## src/sgoc_pkg.sv

```systemverilog
/*
  Shared constants for the switchgear object control block: register
  offsets, field positions, reset values, encodings and timing counts.
  Assumes a 200 MHz clock and a 1 ms internal timing tick.
*/
package sgoc_pkg;

  // Clock and tick
  localparam int CLK_MHZ         = 200;
  localparam int TICK_US         = 1000;
  localparam int TICK_CYCLES     = CLK_MHZ * TICK_US;
  localparam int TICK_W          = 18;

  // Timing settings in ms, each a count of ticks
  localparam int SET_W           = 20;
  localparam int TRAVERSE_MS     = 200;
  localparam int CLOSE_PULSE_MS  = 200;
  localparam int OPEN_PULSE_MS   = 200;
  localparam int TERM_MS         = 10000;
  localparam int FINAL_MS        = 200;
  localparam int STEP_MS         = 20;

  // Register offsets
  localparam logic [3:0] REG_CONFIG   = 4'h0;
  localparam logic [3:0] REG_TRAVERSE = 4'h1;
  localparam logic [3:0] REG_CLOSE_PL = 4'h2;
  localparam logic [3:0] REG_OPEN_PL  = 4'h3;
  localparam logic [3:0] REG_TERM     = 4'h4;
  localparam logic [3:0] REG_FINAL    = 4'h5;
  localparam logic [3:0] REG_STATUS   = 4'h6;
  localparam logic [3:0] REG_EVENTS   = 4'h7;

  // Config field positions
  localparam int CFG_TYPE_LSB    = 0;
  localparam int CFG_SYNC_BIT    = 2;
  localparam int CFG_READY_LSB   = 3;
  localparam int CFG_ACCESS_LSB  = 5;
  localparam int CFG_W           = 7;

  // Object type
  localparam logic [1:0] TYPE_WD_BREAKER = 2'h0;
  localparam logic [1:0] TYPE_BREAKER    = 2'h1;
  localparam logic [1:0] TYPE_DISC_CTRL  = 2'h2;
  localparam logic [1:0] TYPE_EARTH      = 2'h3;

  // Readiness use
  localparam logic [1:0] RDY_HIGH   = 2'h0;
  localparam logic [1:0] RDY_LOW    = 2'h1;
  localparam logic [1:0] RDY_UNUSED = 2'h2;

  // Access levels
  localparam logic [1:0] ACC_USER   = 2'h0;
  localparam logic [1:0] ACC_OPER   = 2'h1;
  localparam logic [1:0] ACC_CONFIG = 2'h2;
  localparam logic [1:0] ACC_SUPER  = 2'h3;

  // Position state encoding
  localparam logic [1:0] POS_INTER  = 2'h0;
  localparam logic [1:0] POS_OPEN   = 2'h1;
  localparam logic [1:0] POS_CLOSED = 2'h2;
  localparam logic [1:0] POS_BAD    = 2'h3;
  localparam logic [2:0] WD_UNUSED  = 3'h4;

  // Reset value of config: fixed breaker, no sync, ready unused, configurator
  localparam logic [CFG_W-1:0] CFG_RESET = 7'h51;

  // Sticky event bits
  localparam int EV_OPEN_FAIL   = 0;
  localparam int EV_CLOSE_FAIL  = 1;
  localparam int EV_CLOSE_BLOCK = 2;
  localparam int EV_FINAL       = 3;
  localparam int EV_W           = 4;

endpackage

```

## src/sgoc_tick.sv

```systemverilog
/*
  Free running tick generator: one-cycle pulse every TICK_CYCLES clocks.
  Assumes one clock domain with asynchronous active-low reset.
*/
`timescale 1ns/100ps
module sgoc_tick #(
  parameter int PERIOD = sgoc_pkg::TICK_CYCLES
) (
  input  wire logic clk,
  input  wire logic rstn,
  output logic      tick
);

  typedef struct packed {
    logic [sgoc_pkg::TICK_W-1:0] cnt;
    logic                        tick;
  } sgoc_tick_t;

  sgoc_tick_t st_ff;
  sgoc_tick_t nxt_st;

  //////////////////////////////////////////////////////////////////////
  // Count down and pulse at wrap
  always_comb begin
    nxt_st      = st_ff;
    nxt_st.tick = 1'b0;
    if (st_ff.cnt == '0) begin
      nxt_st.cnt  = sgoc_pkg::TICK_W'(PERIOD - 1);
      nxt_st.tick = 1'b1;
    end else begin
      nxt_st.cnt = st_ff.cnt - 1'b1;
    end
  end

  always_ff @(posedge clk or negedge rstn) begin
    if (!rstn) begin
      st_ff <= '0;
    end else begin
      st_ff <= nxt_st;
    end
  end

  assign tick = st_ff.tick;

endmodule

```

## src/sgoc_pos.sv

```systemverilog
/*
  Position decoder for one pair of status inputs with a traverse window.
  Reports intermediate, open, closed or bad; a mismatch pair is only
  reported once traverse ticks have been counted since the last clean pair.
  Assumes tick is a one-cycle pulse of the internal timing tick.
*/
`timescale 1ns/100ps
module sgoc_pos #(
  parameter int W = sgoc_pkg::SET_W
) (
  input  wire logic         clk,
  input  wire logic         rstn,
  input  wire logic         tick,
  input  wire logic         open_in,
  input  wire logic         closed_in,
  input  wire logic [W-1:0] traverse,
  output logic [1:0]        state
);

  typedef struct packed {
    logic [W-1:0] cnt;
    logic [1:0]   state;
  } sgoc_pos_t;

  sgoc_pos_t st_ff;
  sgoc_pos_t nxt_st;

  //////////////////////////////////////////////////////////////////////
  // Clean positions show at once, ambiguous ones after the window
  always_comb begin
    nxt_st = st_ff;
    if (open_in ^ closed_in) begin
      nxt_st.cnt   = '0;
      nxt_st.state = open_in ? sgoc_pkg::POS_OPEN : sgoc_pkg::POS_CLOSED;
    end else begin
      if (tick && st_ff.cnt < traverse) begin
        nxt_st.cnt = st_ff.cnt + 1'b1;
      end
      if (st_ff.cnt >= traverse) begin
        nxt_st.state = open_in ? sgoc_pkg::POS_BAD : sgoc_pkg::POS_INTER;
      end
    end
  end

  always_ff @(posedge clk or negedge rstn) begin
    if (!rstn) begin
      st_ff <= '0;
    end else begin
      st_ff <= nxt_st;
    end
  end

  assign state = st_ff.state;

endmodule

```

## src/sgoc_top.sv

```systemverilog
/*
  Switchgear object control and monitoring.
  Decodes object and cart position, gates and times open/close pulses to
  the output relays, supervises termination and drives final trip.
  Assumes synchronous inputs, a 200 MHz clock and a plain register port
  with read data one cycle after the read strobe.
*/
`timescale 1ns/100ps
module sgoc_top #(
  parameter int SET_W = sgoc_pkg::SET_W,
  parameter int TICK  = sgoc_pkg::TICK_CYCLES
) (
  input  wire logic             clk,
  input  wire logic             rstn,
  // Register port
  input  wire logic [3:0]       reg_addr,
  input  wire logic [31:0]      reg_wdata,
  input  wire logic             reg_wr,
  input  wire logic             reg_rd,
  output logic [31:0]           reg_rdata,
  // Apparatus status
  input  wire logic             open_status_in,
  input  wire logic             closed_status_in,
  input  wire logic             cart_inserted_input,
  input  wire logic             cart_removed_input,
  input  wire logic             object_ready_in,
  input  wire logic             sync_permit_in,
  // Command sources
  input  wire logic             local_close_in,
  input  wire logic             local_open_in,
  input  wire logic             remote_close_in,
  input  wire logic             remote_open_in,
  input  wire logic             app_close_in,
  input  wire logic             app_open_in,
  input  wire logic             panel_close_in,
  input  wire logic             panel_open_in,
  input  wire logic [1:0]       panel_access_in,
  input  wire logic             open_block_in,
  input  wire logic             close_block_in,
  input  wire logic             final_trip_req_in,
  input  wire logic             reclose_expected_in,
  // Relay and status outputs
  output logic                  open_relay_out,
  output logic                  close_relay_out,
  output logic                  final_trip_out,
  output logic                  cmd_fail_out,
  output logic [1:0]            breaker_state_out
);

  typedef enum logic [2:0] {
    SGOC_IDLE  = 3'b001,
    SGOC_OPEN  = 3'b010,
    SGOC_CLOSE = 3'b100
  } sgoc_st_t;

  typedef struct packed {
    sgoc_st_t                        fsm;
    logic [SET_W-1:0]                pulse_cnt;
    logic [SET_W-1:0]                term_cnt;
    logic                            open_on;
    logic                            close_on;
    logic [SET_W-1:0]                final_cnt;
    logic                            final_on;
    logic                            fail;
    logic [sgoc_pkg::EV_W-1:0]       events;
    logic [sgoc_pkg::CFG_W-1:0]      cfg;
    logic [SET_W-1:0]                traverse;
    logic [SET_W-1:0]                close_pl;
    logic [SET_W-1:0]                open_pl;
    logic [SET_W-1:0]                term;
    logic [SET_W-1:0]                final_pl;
    logic [31:0]                     rdata;
  } sgoc_top_t;

  sgoc_top_t st_ff;
  sgoc_top_t nxt_st;

  logic       tick;
  logic [1:0] brk_state;
  logic [1:0] cart_state;

  //////////////////////////////////////////////////////////////////////
  // Helpers

  // Whether the object type may be commanded
  function automatic logic sgoc_ctrl_ok(input logic [1:0] typ);
    sgoc_ctrl_ok = (typ != sgoc_pkg::TYPE_EARTH);
  endfunction

  // Whether the object type applies ready and sync gating
  function automatic logic sgoc_gated(input logic [1:0] typ);
    sgoc_gated = (typ == sgoc_pkg::TYPE_WD_BREAKER) || (typ == sgoc_pkg::TYPE_BREAKER);
  endfunction

  logic [1:0] obj_type;
  logic [1:0] rdy_use;
  logic [1:0] acc_min;
  logic       sync_use;
  logic       ready_ok;
  logic       sync_ok;
  logic       panel_ok;
  logic       open_req;
  logic       close_req;

  //////////////////////////////////////////////////////////////////////
  // Submodules
  sgoc_tick #(
    .PERIOD (TICK)
  ) u_tick (
    .clk  (clk),
    .rstn (rstn),
    .tick (tick)
  );

  sgoc_pos #(
    .W (SET_W)
  ) u_brk (
    .clk       (clk),
    .rstn      (rstn),
    .tick      (tick),
    .open_in   (open_status_in),
    .closed_in (closed_status_in),
    .traverse  (st_ff.traverse),
    .state     (brk_state)
  );

  // Cart reuses the decoder: removed maps to open, inserted to closed
  sgoc_pos #(
    .W (SET_W)
  ) u_cart (
    .clk       (clk),
    .rstn      (rstn),
    .tick      (tick),
    .open_in   (cart_removed_input),
    .closed_in (cart_inserted_input),
    .traverse  (st_ff.traverse),
    .state     (cart_state)
  );

  //////////////////////////////////////////////////////////////////////
  // Request gating
  always_comb begin
    obj_type  = st_ff.cfg[sgoc_pkg::CFG_TYPE_LSB +: 2];
    rdy_use   = st_ff.cfg[sgoc_pkg::CFG_READY_LSB +: 2];
    acc_min   = st_ff.cfg[sgoc_pkg::CFG_ACCESS_LSB +: 2];
    sync_use  = st_ff.cfg[sgoc_pkg::CFG_SYNC_BIT];
    // Ready level chosen by configuration
    ready_ok  = (rdy_use == sgoc_pkg::RDY_UNUSED) ||
                (rdy_use == sgoc_pkg::RDY_HIGH && object_ready_in) ||
                (rdy_use == sgoc_pkg::RDY_LOW && !object_ready_in);
    sync_ok   = !sync_use || sync_permit_in;
    if (!sgoc_gated(obj_type)) begin
      ready_ok = 1'b1;
      sync_ok  = 1'b1;
    end
    panel_ok  = (panel_access_in >= acc_min);
    open_req  = local_open_in || remote_open_in || app_open_in ||
                (panel_open_in && panel_ok);
    close_req = local_close_in || remote_close_in || app_close_in ||
                (panel_close_in && panel_ok);
    open_req  = open_req && !open_block_in && sgoc_ctrl_ok(obj_type);
    close_req = close_req && !close_block_in && sgoc_ctrl_ok(obj_type);
  end

  //////////////////////////////////////////////////////////////////////
  // Next state: command sequencer, final trip, registers
  always_comb begin
    nxt_st       = st_ff;
    nxt_st.rdata = '0;

    // Command sequencer
    unique case (st_ff.fsm)
      SGOC_IDLE: begin
        // Open takes priority over close when both arrive together
        if (open_req && brk_state != sgoc_pkg::POS_OPEN) begin
          nxt_st.fsm       = SGOC_OPEN;
          nxt_st.open_on   = 1'b1;
          nxt_st.pulse_cnt = '0;
          nxt_st.term_cnt  = '0;
        end else if (close_req && brk_state != sgoc_pkg::POS_CLOSED) begin
          if (ready_ok && sync_ok) begin
            nxt_st.fsm       = SGOC_CLOSE;
            nxt_st.close_on  = 1'b1;
            nxt_st.pulse_cnt = '0;
            nxt_st.term_cnt  = '0;
          end else begin
            nxt_st.events[sgoc_pkg::EV_CLOSE_BLOCK] = 1'b1;
          end
        end
      end
      SGOC_OPEN, SGOC_CLOSE: begin
        // New requests are not looked at here
        if (tick) begin
          nxt_st.pulse_cnt = st_ff.pulse_cnt + 1'b1;
          nxt_st.term_cnt  = st_ff.term_cnt + 1'b1;
        end
        if ((st_ff.fsm == SGOC_OPEN && brk_state == sgoc_pkg::POS_OPEN) ||
            (st_ff.fsm == SGOC_CLOSE && brk_state == sgoc_pkg::POS_CLOSED)) begin
          nxt_st.open_on  = 1'b0;
          nxt_st.close_on = 1'b0;
          nxt_st.fsm      = SGOC_IDLE;
        end else begin
          if (st_ff.fsm == SGOC_OPEN && st_ff.pulse_cnt >= st_ff.open_pl) begin
            nxt_st.open_on = 1'b0;
          end
          if (st_ff.fsm == SGOC_CLOSE && st_ff.pulse_cnt >= st_ff.close_pl) begin
            nxt_st.close_on = 1'b0;
          end
          if (st_ff.term_cnt >= st_ff.term) begin
            nxt_st.open_on  = 1'b0;
            nxt_st.close_on = 1'b0;
            nxt_st.fail     = 1'b1;
            nxt_st.fsm      = SGOC_IDLE;
            if (st_ff.fsm == SGOC_OPEN) begin
              nxt_st.events[sgoc_pkg::EV_OPEN_FAIL] = 1'b1;
            end else begin
              nxt_st.events[sgoc_pkg::EV_CLOSE_FAIL] = 1'b1;
            end
          end
        end
      end
    endcase

    // Final trip pulse
    if (final_trip_req_in && !reclose_expected_in) begin
      nxt_st.final_on  = 1'b1;
      nxt_st.final_cnt = '0;
      nxt_st.events[sgoc_pkg::EV_FINAL] = 1'b1;
    end else if (st_ff.final_on && st_ff.final_pl != '0) begin
      if (tick) begin
        nxt_st.final_cnt = st_ff.final_cnt + 1'b1;
      end
      if (st_ff.final_cnt >= st_ff.final_pl) begin
        nxt_st.final_on = 1'b0;
      end
    end

    // Register writes; write-one clears bits already set, even if hardware sets them again
    if (reg_wr) begin
      unique case (reg_addr)
        sgoc_pkg::REG_CONFIG:   nxt_st.cfg      = reg_wdata[sgoc_pkg::CFG_W-1:0];
        sgoc_pkg::REG_TRAVERSE: nxt_st.traverse = reg_wdata[SET_W-1:0];
        sgoc_pkg::REG_CLOSE_PL: nxt_st.close_pl = reg_wdata[SET_W-1:0];
        sgoc_pkg::REG_OPEN_PL:  nxt_st.open_pl  = reg_wdata[SET_W-1:0];
        sgoc_pkg::REG_TERM:     nxt_st.term     = reg_wdata[SET_W-1:0];
        sgoc_pkg::REG_FINAL:    nxt_st.final_pl = reg_wdata[SET_W-1:0];
        sgoc_pkg::REG_EVENTS: begin
          // Only bits already set clear, even when set again this cycle; a new set survives
          nxt_st.events = nxt_st.events & ~(reg_wdata[sgoc_pkg::EV_W-1:0] & st_ff.events);
          nxt_st.fail   = nxt_st.fail && !st_ff.fail;
        end
        default: ;
      endcase
    end

    // Register reads, data in following cycle
    if (reg_rd) begin
      unique case (reg_addr)
        sgoc_pkg::REG_CONFIG:   nxt_st.rdata = 32'(st_ff.cfg);
        sgoc_pkg::REG_TRAVERSE: nxt_st.rdata = 32'(st_ff.traverse);
        sgoc_pkg::REG_CLOSE_PL: nxt_st.rdata = 32'(st_ff.close_pl);
        sgoc_pkg::REG_OPEN_PL:  nxt_st.rdata = 32'(st_ff.open_pl);
        sgoc_pkg::REG_TERM:     nxt_st.rdata = 32'(st_ff.term);
        sgoc_pkg::REG_FINAL:    nxt_st.rdata = 32'(st_ff.final_pl);
        sgoc_pkg::REG_STATUS:   nxt_st.rdata = {22'h00_0000, st_ff.fsm,
                                  (obj_type == sgoc_pkg::TYPE_WD_BREAKER) ?
                                  {1'b0, cart_state} : sgoc_pkg::WD_UNUSED,
                                  ready_ok, sync_ok, brk_state};
        sgoc_pkg::REG_EVENTS:   nxt_st.rdata = 32'(st_ff.events);
        default:                nxt_st.rdata = 32'h0000_0000;
      endcase
    end
  end

  //////////////////////////////////////////////////////////////////////
  // State register
  always_ff @(posedge clk or negedge rstn) begin
    if (!rstn) begin
      st_ff          <= '0;
      st_ff.fsm      <= SGOC_IDLE;
      st_ff.cfg      <= sgoc_pkg::CFG_RESET;
      st_ff.traverse <= SET_W'(sgoc_pkg::TRAVERSE_MS);
      st_ff.close_pl <= SET_W'(sgoc_pkg::CLOSE_PULSE_MS);
      st_ff.open_pl  <= SET_W'(sgoc_pkg::OPEN_PULSE_MS);
      st_ff.term     <= SET_W'(sgoc_pkg::TERM_MS);
      st_ff.final_pl <= SET_W'(sgoc_pkg::FINAL_MS);
    end else begin
      st_ff <= nxt_st;
    end
  end

  // Outputs straight from flip-flops
  assign open_relay_out    = st_ff.open_on;
  assign close_relay_out   = st_ff.close_on;
  assign final_trip_out    = st_ff.final_on;
  assign cmd_fail_out      = st_ff.fail;
  assign breaker_state_out = brk_state;
  assign reg_rdata         = st_ff.rdata;

  //////////////////////////////////////////////////////////////////////
  // Checks
  relay_excl_a: assert property (@(posedge clk) disable iff (!rstn)
    !(open_relay_out && close_relay_out)) else $error("both relays driven");
  earth_quiet_a: assert property (@(posedge clk) disable iff (!rstn)
    (obj_type == sgoc_pkg::TYPE_EARTH && st_ff.fsm == SGOC_IDLE) |=> !open_relay_out && !close_relay_out)
    else $error("earth switch commanded");
  close_len_a: assert property (@(posedge clk) disable iff (!rstn)
    (close_relay_out && st_ff.pulse_cnt > st_ff.close_pl) |-> 1'b0)
    else $error("close pulse too long");
  open_len_a: assert property (@(posedge clk) disable iff (!rstn)
    (open_relay_out && st_ff.pulse_cnt > st_ff.open_pl) |-> 1'b0)
    else $error("open pulse too long");
  reach_end_a: assert property (@(posedge clk) disable iff (!rstn)
    (open_relay_out && brk_state == sgoc_pkg::POS_OPEN) |=> !open_relay_out)
    else $error("open pulse kept after reaching open");
  term_fail_a: assert property (@(posedge clk) disable iff (!rstn)
    (st_ff.fsm != SGOC_IDLE && st_ff.term_cnt >= st_ff.term &&
     !(open_relay_out && brk_state == sgoc_pkg::POS_OPEN) &&
     !(close_relay_out && brk_state == sgoc_pkg::POS_CLOSED) &&
     st_ff.fsm == SGOC_OPEN && brk_state != sgoc_pkg::POS_OPEN) |=> cmd_fail_out)
    else $error("timeout without failure");
  sync_gate_a: assert property (@(posedge clk) disable iff (!rstn)
    (st_ff.fsm == SGOC_IDLE && !open_req && close_req && !sync_ok) |=> !close_relay_out)
    else $error("close without sync");
  final_cont_a: assert property (@(posedge clk) disable iff (!rstn)
    (final_trip_out && st_ff.final_pl == '0 && !reg_wr) |=> final_trip_out)
    else $error("continuous final trip dropped");
  busy_ign_a: assert property (@(posedge clk) disable iff (!rstn)
    (st_ff.fsm == SGOC_OPEN && brk_state != sgoc_pkg::POS_OPEN &&
     st_ff.term_cnt < st_ff.term) |=> st_ff.fsm == SGOC_OPEN)
    else $error("busy command abandoned");

endmodule

```

## config.mk

```make
export PLATFORM = sky130hd
export DESIGN_NAME = sgoc_top
export DESIGN_NICKNAME = d
export VERILOG_FILES = /design/src/sgoc_pkg.sv /design/src/sgoc_tick.sv /design/src/sgoc_pos.sv /design/src/sgoc_top.sv
export SDC_FILE = /design/constraint.sdc
export NUM_CORES = 1
export LEC_CHECK = 0
export ABC_CLOCK_PERIOD_IN_PS = 2680
export BUFFER_PORTS_ARGS = -buffer_cell sky130_fd_sc_hd__buf_4
export CAP_MARGIN = 5
export CORE_MARGIN = 8
export CORE_UTILIZATION = 35
export CTS_BUF_LIST = sky130_fd_sc_hd__clkbuf_8
export DETAILED_ROUTE_END_ITERATION = 10
export PLACE_DENSITY = 0.53
export SLEW_MARGIN = 20
export SYNTH_ARGS = -nofsm -noshare
export SYNTH_HDL_FRONTEND = slang
export SYNTH_HIERARCHICAL = 1
export SYNTH_SLANG_ARGS = --single-unit
```

## constraint.sdc

```tcl
create_clock -name clk -period 2.68 [get_ports clk]
set_clock_uncertainty 0.05 [all_clocks]
set_input_delay 0.402 -clock clk [delete_from_list [all_inputs] [get_ports clk]]
set_output_delay 0.402 -clock clk [all_outputs]
set_load 0.03 [all_outputs]
```

==> key figures <==
Setup path
  • Crit end category: register
  • Crit path required time: 3.14 ns
  • WS Path Type: reg2reg
  • Critical Path Fanout Max: 4
  • CP startpoint kind: register
  • Setup crit start: st_ff[119]
  • CP arrival: between 3 and 4 ns
  • Critical R2R Launch: st_ff[119]

CTS
  • Max Root-Sink Buffers: 3
  • Clock Latency Late Sink: 0.64 ns
  • Worst-path clk slew: 0.06 ns
  • TritonCTS Buffers: 49
  • Clk root buf: clkbuf_8
  • H-tree levels: 2
  • CTS sink cnt: 261
  • Clock tree from TritonCTS: yes

Power and ir drop
  • Combinational Power Share: about a quarter
  • Psw: 4120 uW
  • Sequential share of power: about two fifths
  • Clock share of power: 36.9%
  • Leak pwr: 0.00853 uW
  • Peak supply drop: 0.497 mV
  • Switching share of power: 32.3%
  • P_int: approximately 8600 uW
  • Power per Cell Area: 665 nW/um2
  • Pwr Total: approximately 13000 uW

Routing
  • Remaining routing DRC violations: 0
  • Antenna viol nets, final: 0
  • Via count: approximately 13000
  • DRT iter0 DRCs: 692
  • First drt pass iteration count: 6
  • Vias per cell: 5.29
  • WL/cell: 19.5 um
  • Total wire length: around 47 mm

Logic synthesis
  • Post-Syn Area per Cell: 10.1 um2
  • Synthesized instance count: roughly 1600
  • Post-Synth Simple-Gate Area: between 10 and 15%
  • Yosys cell types: between 80 and 90
  • Area leader, netlist: dfrtp_1
  • Synth top area cells: dfrtp_1 38%, ha_1 10%, mux2_2 7.8%
  • Largest family of logic cells by synthesized area: compound AO/OA/AOI/OAI gates
  • Ys Warns: 6
  • Yosys top cell area share: 38.0%
  • Share of the yosys chip area belonging to registers: between 40% and 50%
  • Async set or reset register ratio after synthesis: 100%
  • #FFs+latches synth: 261
  • Top FF cell, synth: dfrtp_1
  • EDFF count, synth: 0
  • Adder-Cell Fraction of Synth Area: 10.1%
  • Mapped cell area: 15800 um2
  • Post-synthesis compound-gate area fraction: roughly 15%
  • XOR/XNOR share of the synthesized area: 3.15%
  • Mux contribution to synthesized area: 8.02%

Timing
  • Final Cycle Share: between 90% and 100%
  • Slew headroom: 52.2%
  • Fin. Hold Viols: 0
  • Worst slew pin tran: 0.712 ns
  • Achievable frequency: 382 MHz
  • Slew Limit Fails: 0
  • Period minus WS final: approximately 2.6 ns
  • Final setup violating endpoints: 0
  • WHS: 0.0405 ns

Die
  • Die Y: 229 um
  • Row cnt: 78
  • Initial core utilization: 35.1%
  • Io pins: slightly below 100
  • Core ar.: roughly 45000 um2
  • Die area: 52200 um2
  • Chip width: 229 um

Placed design
  • Final Wtd Congestion: 0.858
  • Port Buffers: 73
  • Post-placement cell area: 17400 um2
  • DPL Wire Length: 34.7 mm

Finish
  • Fin util: a little over two fifths
  • Post-route cell area: roughly 19000 um2
  • Final net count: 1935
  • Area Overhead vs Synth: 21.2%
  • Layout cells sized above 1: 26.9%

Global route
  • First-pass GRT wire length: around 72 mm
  • Remaining Overflow, GRT: 0
  • Total track usage: 17.2%
  • Largest net degree at the start of global routing: 77
  • Initial antenna violation count: 1
  • Vias in the first global route: 12500

Status
  • Status: completed

Hold path
  • Hold WC Path Type: in2reg
  • HP Start: reg_wdata[18]

Flow run
  • Max_cap viols: 0
synth_stat cells (all sizes together), types with 14 or more instances:
cell,count
o31ai,17
a21oi,107
dfrtp,240
inv,148
xor2,26
a211oi,18
nand3,47
clkbuf,27
a31oi,14
dfstp,21
or3,37
nor3,29
nand4,36
buf,56
nor2,86
o21ai,66
nor4,14
or4,19
nand2,98
a22oi,33
mux2,110
a21o,19
ha,128
xnor2,30
nand2b,21
power groups by stage:
stage | combinational [uW] | sequential (uW) | clock [uW]
global route | 3330 | 5120 | 5000
floorplan | 1840 | 4860 | 0
CTS | 2910 | 5060 | 4840
global placement | 2800 | 5110 | 0
finish | 2980 | 5070 | 4700
detailed placement | 2870 | 5120 | 0
metal layers:
| metal | GRT usage [%] | up-vias | share of wire (%) |
|---|---|---|---|
| met5 | 0 | - | 0 |
| met4 | 5.13 | 0 | 2.2 |
| met3 | 3.02 | 59 | 4.2 |
| met2 | 28.6 | 251 | 48 |
| met1 | 22.6 | 6298 | 45 |
| li1 | - | 6021 | - |
per-stage QoR:
| step | cells | setup slack, ns | setup TNS (ns) |
|---|---|---|---|
| CTS | 2367 | 0.00281 | 0 |
| global placement | 2257 | -0.0581 | -0.891 |
| finish | 2388 | 0.0590 | 0 |
| detailed placement | 2257 | -0.0672 | -0.759 |
| global route | 2388 | -0.0658 | -0.255 |
| floorplan | 1583 | 0.232 | 0 |
logic make-up (layout without fill, tap and decap cells):
family,Yosys count,count (layout)
AOI/OAI and AO/OA,348,348
xor gates and xnor gates,56,56
adders and majority gates,128,128
buffers and inverters,231,434
DFF,261,261
muxes,113,113
other,1,13
and+or+nand+nor,434,435
cell type report:
class	count	area [um2]
antenna	1	2.50
clock buffer	64	881
clock inverter	27	312
fill	4348	25800
inverter	148	556
multi-input combinational	1092	8450
sequential	261	6570
tap	600	751
timing repair buffer	195	1640
state kept, by name (all words and copies together), names as in the netlist:
register and cells:
u_tick/tick 1, u_cart/st_ff 20, u_brk/state 2, close_relay_out 1, u_tick/st_ff 18, reg_rdata 20
u_brk/st_ff 20, acc_min 2, u_cart/state 2, open_relay_out 1, cmd_fail_out 1, rdy_use 2
obj_type 2, final_trip_out 1, st_ff 168
timing repair:
action	in CTS	in global routing
buffers inserted	1	18
pin swaps	2	25
hold buffers	18	0
endpoints found under the hold margin	96	0
resized for setup	9	39
endpoints found under the setup margin	9	77
gates cloned	0	2
worst max-delay path, stage by stage, from the launching register on:
cell	delay, ns
dfstp_2	0.55
inv_1	0.08
ha_4	0.23
a21oi_2	0.14
o21ai_2	0.08
a2111oi_4	0.37
buf_4	0.20
buf_4	0.12
nand4_2	0.14
buf_4	0.19
o31ai_2	0.25
a21oi_2	0.08
cells in the final DEF (no fill, tap or decap), types with 29 or more instances in the layout:
| cell type | n |
|---|---|
| a21oi_1 | 97 |
| a22oi_1 | 31 |
| buf_4 | 164 |
| clkbuf_8 | 64 |
| dfrtp_1 | 229 |
| ha_1 | 124 |
| inv_1 | 155 |
| mux2_2 | 110 |
| nand2_1 | 97 |
| nand3_1 | 44 |
| nand4_1 | 32 |
| nor2_1 | 82 |
| o21ai_0 | 51 |
| or3_1 | 37 |
| xnor2_1 | 29 |
path summary, 6_finish.rpt:
path / depth (start not counted) / slack [ns] / to
max in group asynchronous: 3 / 1.45 / st_ff[129]
max: 11 / 0.06 / u_cart/st_ff[14]
min reg2reg: 1 / 0.42 / u_tick/st_ff[17]
min: 2 / 0.04 / st_ff[130]
min in group asynchronous: 2 / 0.29 / st_ff[196]
max reg2reg: 11 / 0.06 / u_cart/st_ff[14]
(Power assumes the default switching activity.)
